File: config.mk
export PLATFORM = sky130hd
export DESIGN_NAME = dag_gate
export DESIGN_NICKNAME = d
export VERILOG_FILES = /design/src/rtl/dag_pkg.sv /design/src/rtl/dag_gate.sv
export SDC_FILE = /design/constraint.sdc
export NUM_CORES = 1
export LEC_CHECK = 0
export BUFFER_PORTS_ARGS = -buffer_cell sky130_fd_sc_hd__buf_2
export CAP_MARGIN = 20
export CORE_MARGIN = 1.5
export CORE_UTILIZATION = 30
export DETAILED_ROUTE_END_ITERATION = 10
export PLACE_DENSITY = 0.64
export SLEW_MARGIN = 20
export SYNTH_ARGS = -nofsm -noshare
export SYNTH_HDL_FRONTEND = slang
export SYNTH_SLANG_ARGS = --single-unit
File: constraint.sdc
create_clock -name pclk -period 1.55 [get_ports pclk]
set_clock_uncertainty 0.1 [all_clocks]
set_input_delay 0.0775 -clock pclk [delete_from_list [all_inputs] [get_ports pclk]]
set_output_delay 0.0775 -clock pclk [all_outputs]
set_load 0.02 [all_outputs]
File: src/rtl/dag_pkg.sv
// Package for the debug authentication gate: register map and constants
package dag_pkg;

  // APB register byte offsets
  localparam logic [11:0] DAG_CTRL_OFS = 12'h000;
  localparam logic [11:0] DAG_RAW_OFS = 12'h004;
  localparam logic [11:0] DAG_PERM_OFS = 12'h008;
  localparam logic [11:0] DAG_STAT_OFS = 12'h00C;

  // Control register fields
  localparam int DAG_CTRL_SYNC_BIT = 0;
  localparam int DAG_CTRL_FREEZE_BIT = 1;
  localparam int DAG_CTRL_RESAMPLE_BIT = 2;
  localparam logic [2:0] DAG_CTRL_RST = 3'h1;

  // Enable vector bit positions (raw and sampled)
  localparam int DAG_EN_INV = 0;
  localparam int DAG_EN_NINV = 1;
  localparam int DAG_EN_SINV = 2;
  localparam int DAG_EN_SNINV = 3;
  localparam int DAG_EN_HINV = 4;
  localparam int DAG_EN_HNINV = 5;
  localparam int DAG_EN_RLINV = 6;
  localparam int DAG_EN_RTINV = 7;
  localparam int DAG_EN_W = 8;

  // Permission vector bit positions
  localparam int DAG_PM_NS_INV = 0;
  localparam int DAG_PM_NS_NINV = 1;
  localparam int DAG_PM_S_INV = 2;
  localparam int DAG_PM_S_NINV = 3;
  localparam int DAG_PM_H_INV = 4;
  localparam int DAG_PM_H_NINV = 5;
  localparam int DAG_PM_RL_INV = 6;
  localparam int DAG_PM_RL_NINV = 7;
  localparam int DAG_PM_RT_INV = 8;
  localparam int DAG_PM_RT_NINV = 9;
  localparam int DAG_PM_W = 10;

  localparam logic [31:0] DAG_ZERO = 32'h0000_0000;

endpackage : dag_pkg

File: src/rtl/dag_gate.sv
// Debug authentication gate: samples enables and derives debug permissions
// Operation
// - Sync mode captures all enables only on sample clock rising edge.
// - Asynchronous mode passes enables through with no clock, deprecated.
// - Update latency is implementation defined; sampling may be frozen.
// - Software can poll a settle flag until prior changes took effect.
// - Every non-invasive enable used is paired with its invasive enable.
// - Invasive enable low blocks all invasive debug.
// - Both base enables low permit no debug at all.
// - Invasive from invasive enable; non-invasive from OR of both.
// - Secure invasive enable low blocks secure invasive debug.
// - Both secure enables low block all secure debug.
// - Secure non-invasive allowed when secure invasive enable high.
// - Secure invasive is AND of invasive and secure invasive enable.
// - Secure classes also need their non-secure counterpart permitted.
// - Hypervisor invasive enable low blocks hypervisor invasive debug.
// - Both hypervisor enables low block all hypervisor debug.
// - Hypervisor non-invasive allowed when hypervisor invasive enable high.
// - Hypervisor enables are supported together with the base enables.
// - Hypervisor classes AND with their non-hypervisor counterparts.
// - Realm enable gated by invasive; root by invasive, realm and secure invasive.
// - Root non-invasive permitted only with root invasive.
// - Realm non-invasive permitted only with realm invasive.
// - Root invasive is AND of invasive, realm, secure and root enables.
module dag_gate (
  input wire logic pclk,
  input wire logic presetn,
  input wire logic psel,
  input wire logic penable,
  input wire logic pwrite,
  input wire logic [11:0] paddr,
  input wire logic [31:0] pwdata,
  input wire logic [3:0] pstrb,
  output logic [31:0] prdata,
  output logic pready,
  output logic pslverr,
  input wire logic auth_sample_clock,
  input wire logic auth_reset_n_a,
  input wire logic invasive_enable,
  input wire logic noninvasive_enable,
  input wire logic secure_invasive_enable,
  input wire logic secure_noninvasive_enable,
  input wire logic hyp_invasive_enable,
  input wire logic hyp_noninvasive_enable,
  input wire logic realm_invasive_enable,
  input wire logic root_invasive_enable,
  output logic [dag_pkg::DAG_PM_W-1:0] perm,
  output logic perm_ns_invasive,
  output logic perm_ns_noninvasive
);
  import dag_pkg::*;

  // ==========================================================
  // Register bus
  logic [2:0] ctrl_q;
  logic resample_q;
  logic wr_en;
  logic rd_en;
  logic addr_ok;
  logic [31:0] rdata_d;
  logic [31:0] rdata_q;

  assign wr_en = psel & penable & pwrite;
  assign rd_en = psel & penable & ~pwrite;
  assign addr_ok = (paddr == DAG_CTRL_OFS) | (paddr == DAG_RAW_OFS) |
                   (paddr == DAG_PERM_OFS) | (paddr == DAG_STAT_OFS);
  // Zero wait states keeps software polling cheap
  assign pready = 1'b1;
  assign pslverr = psel & penable & ~addr_ok;

  always_ff @(posedge pclk or negedge presetn) begin
    if (!presetn) begin
      ctrl_q <= DAG_CTRL_RST;
    end else if (wr_en && paddr == DAG_CTRL_OFS && pstrb[0]) begin
      ctrl_q <= {1'b0, pwdata[DAG_CTRL_FREEZE_BIT],
                 pwdata[DAG_CTRL_SYNC_BIT]};
    end
  end

  // One-shot resample request; set wins against the acknowledge below
  logic resample_ack;
  always_ff @(posedge pclk or negedge presetn) begin
    if (!presetn) begin
      resample_q <= 1'b0;
    end else if (wr_en && paddr == DAG_CTRL_OFS && pstrb[0] &&
                 pwdata[DAG_CTRL_RESAMPLE_BIT]) begin
      resample_q <= 1'b1;
    end else if (resample_ack) begin
      resample_q <= 1'b0;
    end
  end

  // ==========================================================
  // Enable capture
  logic [DAG_EN_W-1:0] raw_en;
  logic [DAG_EN_W-1:0] smp_q;
  logic [DAG_EN_W-1:0] eff_en;
  logic clk_prev_q;
  logic sample_edge;
  logic capture;
  logic sync_mode;

  assign raw_en = {root_invasive_enable, realm_invasive_enable,
                   hyp_noninvasive_enable, hyp_invasive_enable,
                   secure_noninvasive_enable, secure_invasive_enable,
                   noninvasive_enable, invasive_enable};

  assign sync_mode = ctrl_q[DAG_CTRL_SYNC_BIT];

  // Sample clock is another system clock, seen as a level on pclk
  always_ff @(posedge pclk or negedge presetn) begin
    if (!presetn) begin
      clk_prev_q <= 1'b0;
    end else begin
      clk_prev_q <= auth_sample_clock;
    end
  end

  assign sample_edge = auth_sample_clock & ~clk_prev_q;
  assign capture = sample_edge &
                   (~ctrl_q[DAG_CTRL_FREEZE_BIT] | resample_q);
  assign resample_ack = capture;

  always_ff @(posedge pclk or negedge presetn) begin
    if (!presetn) begin
      smp_q <= '0;
    end else if (!auth_reset_n_a) begin
      smp_q <= '0;
    end else if (capture) begin
      smp_q <= raw_en;
    end
  end

  assign eff_en = sync_mode ? smp_q : raw_en;

  logic settled;
  assign settled = ~sync_mode | (smp_q == raw_en);

  // ==========================================================
  // Permission equations
  logic inv;
  logic ninv;
  logic realm_g;
  logic root_g;
  logic [DAG_PM_W-1:0] perm_d;

  always_comb begin
    perm_d = '0;
    inv = eff_en[DAG_EN_INV];
    ninv = eff_en[DAG_EN_INV] | eff_en[DAG_EN_NINV];
    realm_g = eff_en[DAG_EN_RLINV] & eff_en[DAG_EN_INV];
    root_g = eff_en[DAG_EN_RTINV] & realm_g;
    perm_d[DAG_PM_NS_INV] = inv;
    perm_d[DAG_PM_NS_NINV] = ninv;
    perm_d[DAG_PM_S_INV] = inv & eff_en[DAG_EN_SINV];
    perm_d[DAG_PM_S_NINV] = (eff_en[DAG_EN_SINV] | eff_en[DAG_EN_SNINV])
                            & ninv;
    perm_d[DAG_PM_H_INV] = inv & eff_en[DAG_EN_HINV];
    perm_d[DAG_PM_H_NINV] = (eff_en[DAG_EN_HINV] | eff_en[DAG_EN_HNINV])
                            & ninv;
    perm_d[DAG_PM_RL_INV] = realm_g;
    perm_d[DAG_PM_RL_NINV] = realm_g;
    perm_d[DAG_PM_RT_INV] = root_g & eff_en[DAG_EN_SINV];
    perm_d[DAG_PM_RT_NINV] = root_g & eff_en[DAG_EN_SINV];
  end

  // Registered so permissions never glitch mid-cycle
  always_ff @(posedge pclk or negedge presetn) begin
    if (!presetn) begin
      perm <= '0;
    end else begin
      perm <= perm_d;
    end
  end

  assign perm_ns_invasive = perm[DAG_PM_NS_INV];
  assign perm_ns_noninvasive = perm[DAG_PM_NS_NINV];

  // ==========================================================
  // Read data
  always_comb begin
    rdata_d = DAG_ZERO;
    case (paddr)
      DAG_CTRL_OFS: rdata_d[2:0] = {resample_q, ctrl_q[1:0]};
      DAG_RAW_OFS: rdata_d[DAG_EN_W-1:0] = smp_q;
      DAG_PERM_OFS: rdata_d[DAG_PM_W-1:0] = perm;
      DAG_STAT_OFS: rdata_d[0] = settled & ~resample_q;
      default: rdata_d = DAG_ZERO;
    endcase
  end

  always_ff @(posedge pclk or negedge presetn) begin
    if (!presetn) begin
      rdata_q <= DAG_ZERO;
    end else if (psel && !penable && !pwrite) begin
      rdata_q <= rdata_d;
    end
  end

  assign prdata = rd_en ? rdata_q : DAG_ZERO;

endmodule // dag_gate

=== Word level (Yosys, flattened, before mapping) ===
Index checks and enable logic that the tools add are counted.

* Input bits: 63
* Memories kept: 0
* Logic and storage cells: 58
* Memory bits (read-only): 0
* Output and inout bits: 46
* Flip-flop bits (word level): 31
* Bits in latches: 0
* Bits in writable memories: 0

* Bitwise logic cells: 28
* Equality and inequality tests: 5
* Add/subtract/negate cells: 0
* Reductions and logical operators: 9
* Divide/modulo/power cells: 0
* Muxes and demuxes: 10
* $lt $le $gt $ge: 0
* Shift operators: 0
* Multiply operators: 0

{| class="wikitable"
|+ Operator list
! operator !! count
|-
| == test 12 x 4 -> 1 bit (second input constant) || 2
|-
| 2-to-1 mux 8 bit || 3
|-
| bitwise AND 1 bit || 14
|-
| == test 12 x 3 -> 1 bit (second input constant) || 1
|-
| zero test 12 bit || 1
|-
| 2-to-1 mux 10 bit || 1
|-
| case mux 5 bit (2 select lines) || 1
|-
| == test 8 bit || 1
|-
| OR 1 bit || 8
|-
| inverter 1 bit || 6
|-
| case mux 2 bit (3 select lines) || 1
|-
| logical AND 1 bit || 5
|-
| case mux 1 bit (4 select lines) || 1
|-
| zero test 1 bit || 2
|-
| 2-to-1 mux 1 bit || 2
|-
| 2-to-1 mux 2 bit || 1
|-
| != test 2 x 1 -> 1 bit (second input constant) || 1
|-
| nonzero test 2 bit || 1
|}

=== Depth between registers and ports, before layout ===
Gate-level depths: netlist (run 1).

* Depth after elaboration: 6
* Gate-level depth with buffers: 6

=== Worst setup path after synthesis (run 1) ===
No wires, ideal clock.

* Path kind: in2reg
* Start: input port paddr[5]
* End: register ctrl_q[1]
* Data required time: 1.325 ns
* Path buffers: 0
* Setup time: 0.125 ns
* Path slack: -0.101 ns
* Arrival: 1.426 ns
* Cell stages on the path: 4
* Cells stage by stage: or4_1 nor3_4 nor4b_4 mux2_4

* Cells in the longest elaborated chain, start to end: 3

{| class="wikitable"
|+ Ends and longest elaborated chain
! element !! line !! RTL
|-
| from (decl) || dag_gate.sv:31 || <nowiki>input wire logic [11:0] paddr,</nowiki>
|-
| zero test 12 bit || dag_gate.sv:74 || <nowiki>end else if (wr_en && paddr == DAG_CTRL_OFS && pstrb[0]) begin</nowiki>
|-
| logical AND 1 bit (2 in series) || dag_gate.sv:74 ||
|-
| to (signal assigned) || dag_gate.sv:75 || <nowiki>ctrl_q <= {1'b0, pwdata[DAG_CTRL_FREEZE_BIT],</nowiki>
|-
| to (decl) || dag_gate.sv:55 || <nowiki>logic [2:0] ctrl_q;</nowiki>
|}

No other way between the ends.
A chain may end at the register's enable or synchronous reset.

=== Worst setup path in the final report (run 1) ===
* Start: input port paddr[6]
* End: register ctrl_q[1]

The elaborated chain is that of the path after synthesis.

==> reports/metrics.yaml, run 1 <==
status: "finished, final reports clean"
io_pins: 109
multiInputGateArea_um2: 852.1
coreArea_um2: 5540
hold_end: "perm[4]"
r2r-start: "ctrl_q[0]"
cpMaxStageDelayCell: "or4_4"
grt_max_degree: 30
fin_crit_sh_pct: 96.79
final_antenna_net_count: 0
cts_tree: "done"
syn_area_um2: 1730
synth_top_cell_area_share_pct: 40.49
syn_avg_cell_area_um2: 9.945
num_vias: 1336
swShare_pct: 26.92
synthToLayoutAreaGrowth_pct: 27.33
wl_per_cell_um: 11.35
synth_seq_cells: 29
cts_buffer_depth: 2
clkTransAtPathRegs_ns: 0.06
dieArea_um2: 6232
cp-start-kind: "input pin"
crit_arrival_ns: 1.56
leakagePower_nw: 1.098
root_buffer: "clkbuf_8"
most-common-layout-cells: "buf_2, dfrtp_1, conb_1"
p_sw_w: 0.0004567
synth.area.top_cells: "dfrtp_1, buf_4, mux2i_1"
fp.dieH_um: 78.95
grt_pass1_wl_mm: 5.934
power.density_nw_per_um2: 770.0
worstPathRequired_ns: 1.61
cts_max_level: 2
ys_types: 35
r2r-end: "perm[8]"
grt_antenna_before_repair: 0
cts_sinks: 29
n_fill_cell: 580
post-route-min-period_ns: 1.500
max_freq_mhz: 666.6
num-nets-final: 305
cpPeakStageDelay_ns: 0.55
path_class: "input pin to register"
initial_core_util_pct: 31.23
hold_ws_ns: 0.01253
crit_chain: "buf_6, or4_4, nor3_4, nor4b_4, mux2_4"
num_antenna_cells: 0
insertion_delay_ns: 0.28
num_rows: 27
regArea_um2: 726.9
seq_area_frac_synth_pct: 42.01
grtUsageTotal_pct: 12.29
worst_pin_slew_ns: 0.6249
reg2reg_setup_slack_ns: 0.10
yosys_warnings: 0
die-width_um: 78.95
dpl.cell_count: 299
sequentialPowerShare_pct: 47.2
slew_headroom_pct: 58.34
combPwrFrac_pct: 16.8
route.detailed.drc: 0
hold_start: "hyp_invasive_enable"
maxCapViolCount: 0
ir_worst_vdd_mv: 0.2752
grt_pass1_vias: 1336
fin_util_pct: 39.77
p_int_w: 0.001240
drv_slew: 0
hpwl_mm: 2.906
port-buffer-count: 53
hold_viol: 0
routed_wl_mm: 3.564
crit_fanout: 3
whs_path_depth: 3
via_per_inst: 4.255
syn_inst: 174
r2r_cells: 5
finalSetupViolCount: 0
place.gp.congestion: 0.8179
hold_class: "input pin to register"
cts_buffers: 5
layout_commonest_cell: "buf_2"
instances_no_fill: 314
power.share.clock_pct: 36.0
grt.overflow.total: 0
rsz0062_at_grt: "no"
endpoint_kind: "register"
yosysTopAreaCell: "dfrtp_1"
first_pass_iters: 4
drive_gt1_share_pct: 34.30
drt_iter0_markers: 53
cells in the mapped netlist:
cell type and instances:
a2111oi_0 1, a211oi_1 3, a21boi_0 1, a21oi_1 2, a21oi_2 1, a22o_1 1
a22oi_1 5, a32o_1 2, and2_1 11, buf_4 28, clkbuf_1 4, conb_1 2
dfrtp_1 28, dfstp_2 1, inv_1 5, mux2_4 2, mux2i_1 14, nand2_1 10
nand2b_1 1, nand3_1 3, nand4_1 1, nor2_1 9, nor2b_1 10, nor3_1 2
nor3_4 1, nor4_1 3, nor4b_4 1, o21ai_0 8, o22ai_1 1, o2bb2ai_1 1
or2_2 1, or3b_1 1, or4_1 1, or4_4 1, xor2_1 8
flip-flops by register name, indices dropped and copies added, names as in the netlist:
register	cells
rdata_q	9
clk_prev_q	1
resample_q	1
perm	8
ctrl_q	2
smp_q	8
metrics by stage:
stage               power, W  setup WS (ns)  TNS (ns)  instance area (um^2)
floorplan           0.001019       -0.09630   -0.1509                  1813
CTS                 0.001712       0.006713         0                  2172
detailed placement  0.001084        -0.2592   -0.5667                  2026
global placement    0.001082        -0.2325   -0.4472                  2026
global route        0.001774      0.0003541         0                  2203
finish              0.001697        0.04977         0                  2203
final cells by class:
cell class,count,area share [%]
Multi-Input combinational cell,129,38.67
Sequential cell,29,32.99
Timing Repair Buffer,72,19.48
Tap cell,72,4.089
Clock buffer,7,3.918
Inverter,5,0.8518
worst max-delay path by stage:
stage / startpoint / end / cells after the start
2_1_floorplan: paddr[9] / ctrl_q[1] / 4
3_3_place_gp: paddr[9] / ctrl_q[1] / 5
3_5_place_dp: paddr[9] / ctrl_q[1] / 5
4_1_cts: ctrl_q[0] / perm[5] / 5
5_1_grt: paddr[6] / ctrl_q[1] / 5
6_report: paddr[6] / ctrl_q[1] / 5
cells by family (layout without fill, tap and decap cells):
logic type | Yosys count | after routing | synth area share [%]
AND/OR/NAND/NOR | 56 | 56 | 19.23
AO/OA/AOI/OAI | 26 | 26 | 10.34
multiplexers | 16 | 16 | 9.834
buffers and inverters | 37 | 84 | 14.10
other | 2 | 23 | 0.4340
XOR/XNOR | 8 | 8 | 4.049
flip-flops | 29 | 29 | 42.01
worst max-delay path: cells and delay by family:
kind / cells / cell delay [ns]
multiplexers: 1 / 0.33
buffers and inverters: 1 / 0.09
AND/OR/NAND/NOR: 3 / 1.06
power groups by stage:
stage	combinational [W]	sequential [W]	clock, W
3_5_place_dp	0.000271	0.000814	0
6_report	0.000285	0.000800	0.000611
5_1_grt	0.000316	0.000804	0.000655
3_3_place_gp	0.000269	0.000813	0
2_1_floorplan	0.000194	0.000825	0
4_1_cts	0.000282	0.000800	0.000629
repair_timing:
item,CTS,global route
hold buffers,6,0
buffers inserted,0,2
endpoints found under the hold margin,39,0
gates resized for setup,0,4
setup endpoints to repair,0,5
metal layers:
| metal | part of all wire, % | GRT usage, % | vias up |
|---|---|---|---|
| li1 | - | - | 682 |
| met4 | 0.70 | 4.737 | 0 |
| met2 | 48 | 20.78 | 46 |
| met5 | 0 | 0 | - |
| met1 | 45 | 14.75 | 605 |
| met3 | 6.6 | 3.563 | 3 |
Note: power is estimated with default switching activity, not from simulation.
==> run 2, diff against run 1 <==
--- a/config.mk
+++ b/config.mk
@@ -5,12 +5,13 @@
 export SDC_FILE = /design/constraint.sdc
 export NUM_CORES = 1
 export LEC_CHECK = 0
+export ABC_AREA = 1
 export BUFFER_PORTS_ARGS = -buffer_cell sky130_fd_sc_hd__buf_2
 export CAP_MARGIN = 20
 export CORE_MARGIN = 1.5
 export CORE_UTILIZATION = 30
 export DETAILED_ROUTE_END_ITERATION = 10
-export PLACE_DENSITY = 0.64
+export PLACE_DENSITY = 0.63
 export SLEW_MARGIN = 20
 export SYNTH_ARGS = -nofsm -noshare
 export SYNTH_HDL_FRONTEND = slang
==> reports/metrics.yaml, run 2 <==
status: "finished, final reports clean"
p_total_w: 0.001960  # +16%
die-width_um: 82.04  # +3.9%
reg2reg_setup_slack_ns: 0.21  # +0.11 ns
hold_end: "smp_q[0]"
dieArea_um2: 6731  # +8.0%
place.gp.congestion: 0.8111  # -0.83%
port-buffer-count: 53  # unchanged
p_int_w: 0.001442  # +16%
post-route-min-period_ns: 1.344  # -0.1559 ns
instances_no_fill: 384  # +22%
drt_iter0_markers: 75  # +42%
worst_pin_slew_ns: 0.6549  # +0.02998 ns
ys_top_cells_by_count: "nand2_1, inv_1, buf_4, dfrtp_1, nor2_1"
wl_per_cell_um: 10.12  # -11%
cts_tree: "done"
maxCapViolCount: 0  # unchanged
hold_start: "invasive_enable"
max_freq_mhz: 743.9  # +12%
ir_worst_vdd_mv: 0.3856  # +40%
fp.dieH_um: 82.04  # +3.9%
r2r-end: "smp_q[0]"
cts_resized: 0  # unchanged
swShare_pct: 26.47  # -0.45 points
insertion_delay_ns: 0.27  # about the same
r2r_cells: 6  # +1
syn_avg_cell_area_um2: 7.650  # -23%
p_sw_w: 0.0005190  # +14%
hold_viol: 0  # unchanged
slew_headroom_pct: 56.34  # -2.0 points
cts_buffers: 5  # unchanged
cts_buffer_depth: 2  # unchanged
dpl.cell_count: 365  # +22%
tns_ns: 0  # unchanged
rsz0062_at_grt: "no"
post_cts.repair.setup_buffers: 0  # unchanged
cts_max_level: 2  # unchanged
drv_slew: 0  # unchanged
syn_area_um2: 1874  # +8.3%
synthToLayoutAreaGrowth_pct: 24.57
grt_pass1_vias: 1473  # +10%
hpwl_mm: 3.150  # +8.4%
finalSetupViolCount: 0  # unchanged
drt-met1-wl_mm: 1.799  # +12%
yosysTopAreaCell: "dfrtp_1"
route.detailed.drc: 0  # unchanged
highest_layer: "met4"
ys_types: 31  # -11%
grtUsageTotal_pct: 12.98  # +0.69 points
yosysMostFrequentCell: "nand2_1"
coreArea_um2: 5991  # +8.1%
power.density_nw_per_um2: 839.7  # +9.0%
met3RoutedLength_um: 183  # -23%
synth_edf_count: 0  # unchanged
num_antenna_cells: 0  # unchanged
ys.flop_type: "dfrtp_1"
syn_inst: 245  # +41%
synth_top_cell_area_share_pct: 37.38  # -3.1 points
layout_commonest_cell: "nand2_1"
worstPathRequired_ns: 1.64  # +0.03 ns
fin_crit_sh_pct: 86.73  # -10 points
clkTransAtPathRegs_ns: 0.06  # about the same
endpoint_kind: "register"
cp-start-kind: "register"
routed_wl_mm: 3.886  # +9.0%
cts-hold-fix-buffers: 11  # +5
drive_gt1_share_pct: 27.83  # -6.5 points
grt_antenna_before_repair: 0  # unchanged
first_pass_iters: 4  # unchanged
most-common-layout-cells: "nand2_1, buf_2, inv_1"
r2r-start: "resample_q"
combPwrFrac_pct: 17.1  # +0.3 points
whs_path_depth: 3  # unchanged
crit_fanout: 6  # +3
final_antenna_net_count: 0  # unchanged
io_pins: 109  # unchanged
hold_class: "input pin to register"
n_fill_cell: 650  # +12%
power.share.clock_pct: 41.3  # +5.3 points
largest_reg_flops: 9  # unchanged
via_per_inst: 4.078  # -4.2%
root_buffer: "clkbuf_8"
num-nets-final: 371  # +22%
cts_sinks: 29  # unchanged
leakagePower_nw: 1.268  # +15%
reg.largest.list: "rdata_q: 9 flops, perm: 8 flops, smp_q: 8 flops"
grt_max_degree: 30  # unchanged
yosys_warnings: 0  # unchanged
path_class: "register to register"
num_vias: 1566  # +17%
synth_seq_cells: 29  # unchanged
num_rows: 28  # +3.7%
grt_pass1_wl_mm: 6.672  # +12%
dr_wl_met2_mm: 1.880  # +11%
sequentialPowerShare_pct: 41.7  # -5.5 points
seq_area_frac_synth_pct: 38.79  # -3.2 points
async_flop_share_pct: 100.0  # unchanged
grt.overflow.total: 0  # unchanged
top_register: "rdata_q"
initial_core_util_pct: 31.29  # +0.053 points
crit_arrival_ns: 1.44  # -0.12 ns
synth.area.top_cells: "dfrtp_1, buf_4, nand2_1"
## run 2: cell types whose count changed in the layout (fill, tap and decap cells not counted), sizes merged, moves of 11 or more
| cell | delta |
|---|---|
| nor2 | +23 |
| mux2i | -14 |
| inv | +34 |
| buf | -11 |
| nand2 | +49 |
| and2 | -11 |
## run 2: cell families (layout without fill, tap and decap cells)
group | count (synthesis) | after routing | share of synthesized area [%]
compound gates | 32 | 32 | 11.82
xor+xnor | 3 | 3 | 1.402
buf+inv | 70 | 113 | 20.16
flops | 29 | 29 | 38.79
mux | 1 | 1 | 0.8008
other cells | 2 | 23 | 0.4007
simple gates | 108 | 108 | 26.64
## run 2: metal layers
| metal | vias to the layer above | GRT usage, % |
|---|---|---|
| li1 | 832 | - |
| met4 | 0 | 3.559 |
| met1 | 691 | 16.34 |
| met3 | 2 | 3.111 |
| met2 | 41 | 22.05 |
| met5 | - | 0 |
## run 2: worst max-delay path by stage
stage | depth (start not counted) | end | startpoint | slack (ns)
final | 6 | smp_q[0] | resample_q | 0.21
after global routing | 6 | smp_q[4] | resample_q | 0.05
after CTS | 4 | perm[3] | ctrl_q[0] | 0.19
after detailed placement | 9 | rdata_q[7] | paddr[11] | 0.19
after global placement | 9 | rdata_q[6] | paddr[11] | 0.22
after floorplan | 5 | prdata[9] | penable | 0.23
## run 2: cell type report
class	instances	area (um^2)	share of cell area (%)
Timing Repair Buffer	66	402.9	17.26
Inverter	39	146.4	6.270
Multi-Input combinational cell	167	848.3	36.33
Tap cell	75	93.84	4.019
Sequential cell	29	726.9	31.14
Clock inverter	1	30.03	1.286
Clock buffer	7	86.33	3.698
## run 2: critical path: stages, from the launching register on
cell and delay [ns]:
dfrtp_1 0.40, inv_1 0.07, nand2_1 0.06, nand2_1 0.08, nor2_2 0.16, nand2_1 0.20
o22ai_1 0.20
## run 2: through the flow
step | worst slack, ns | utilization (%) | area (um^2) | hold WS, ns
after global routing | 0.04631 | 38.97 | 2335 | 0.003124
final | 0.2056 | 38.97 | 2335 | 0.009920
after CTS | 0.1934 | 38.97 | 2335 | 0.003081
after floorplan | 0.2338 | - | 1953 | -0.3181
after detailed placement | 0.1911 | 35.19 | 2108 | 0.05558
after global placement | 0.2159 | 35.19 | 2108 | 0.04287
## run 2: power by group through the flow
stage	Clock, W	Combinational (W)	Sequential (W)
2_1_floorplan	0	0.000252	0.000835
3_3_place_gp	0	0.000313	0.000829
3_5_place_dp	0	0.000317	0.000831
4_1_cts	0.000829	0.000339	0.000817
5_1_grt	0.000876	0.000381	0.000822
6_report	0.000809	0.000335	0.000817
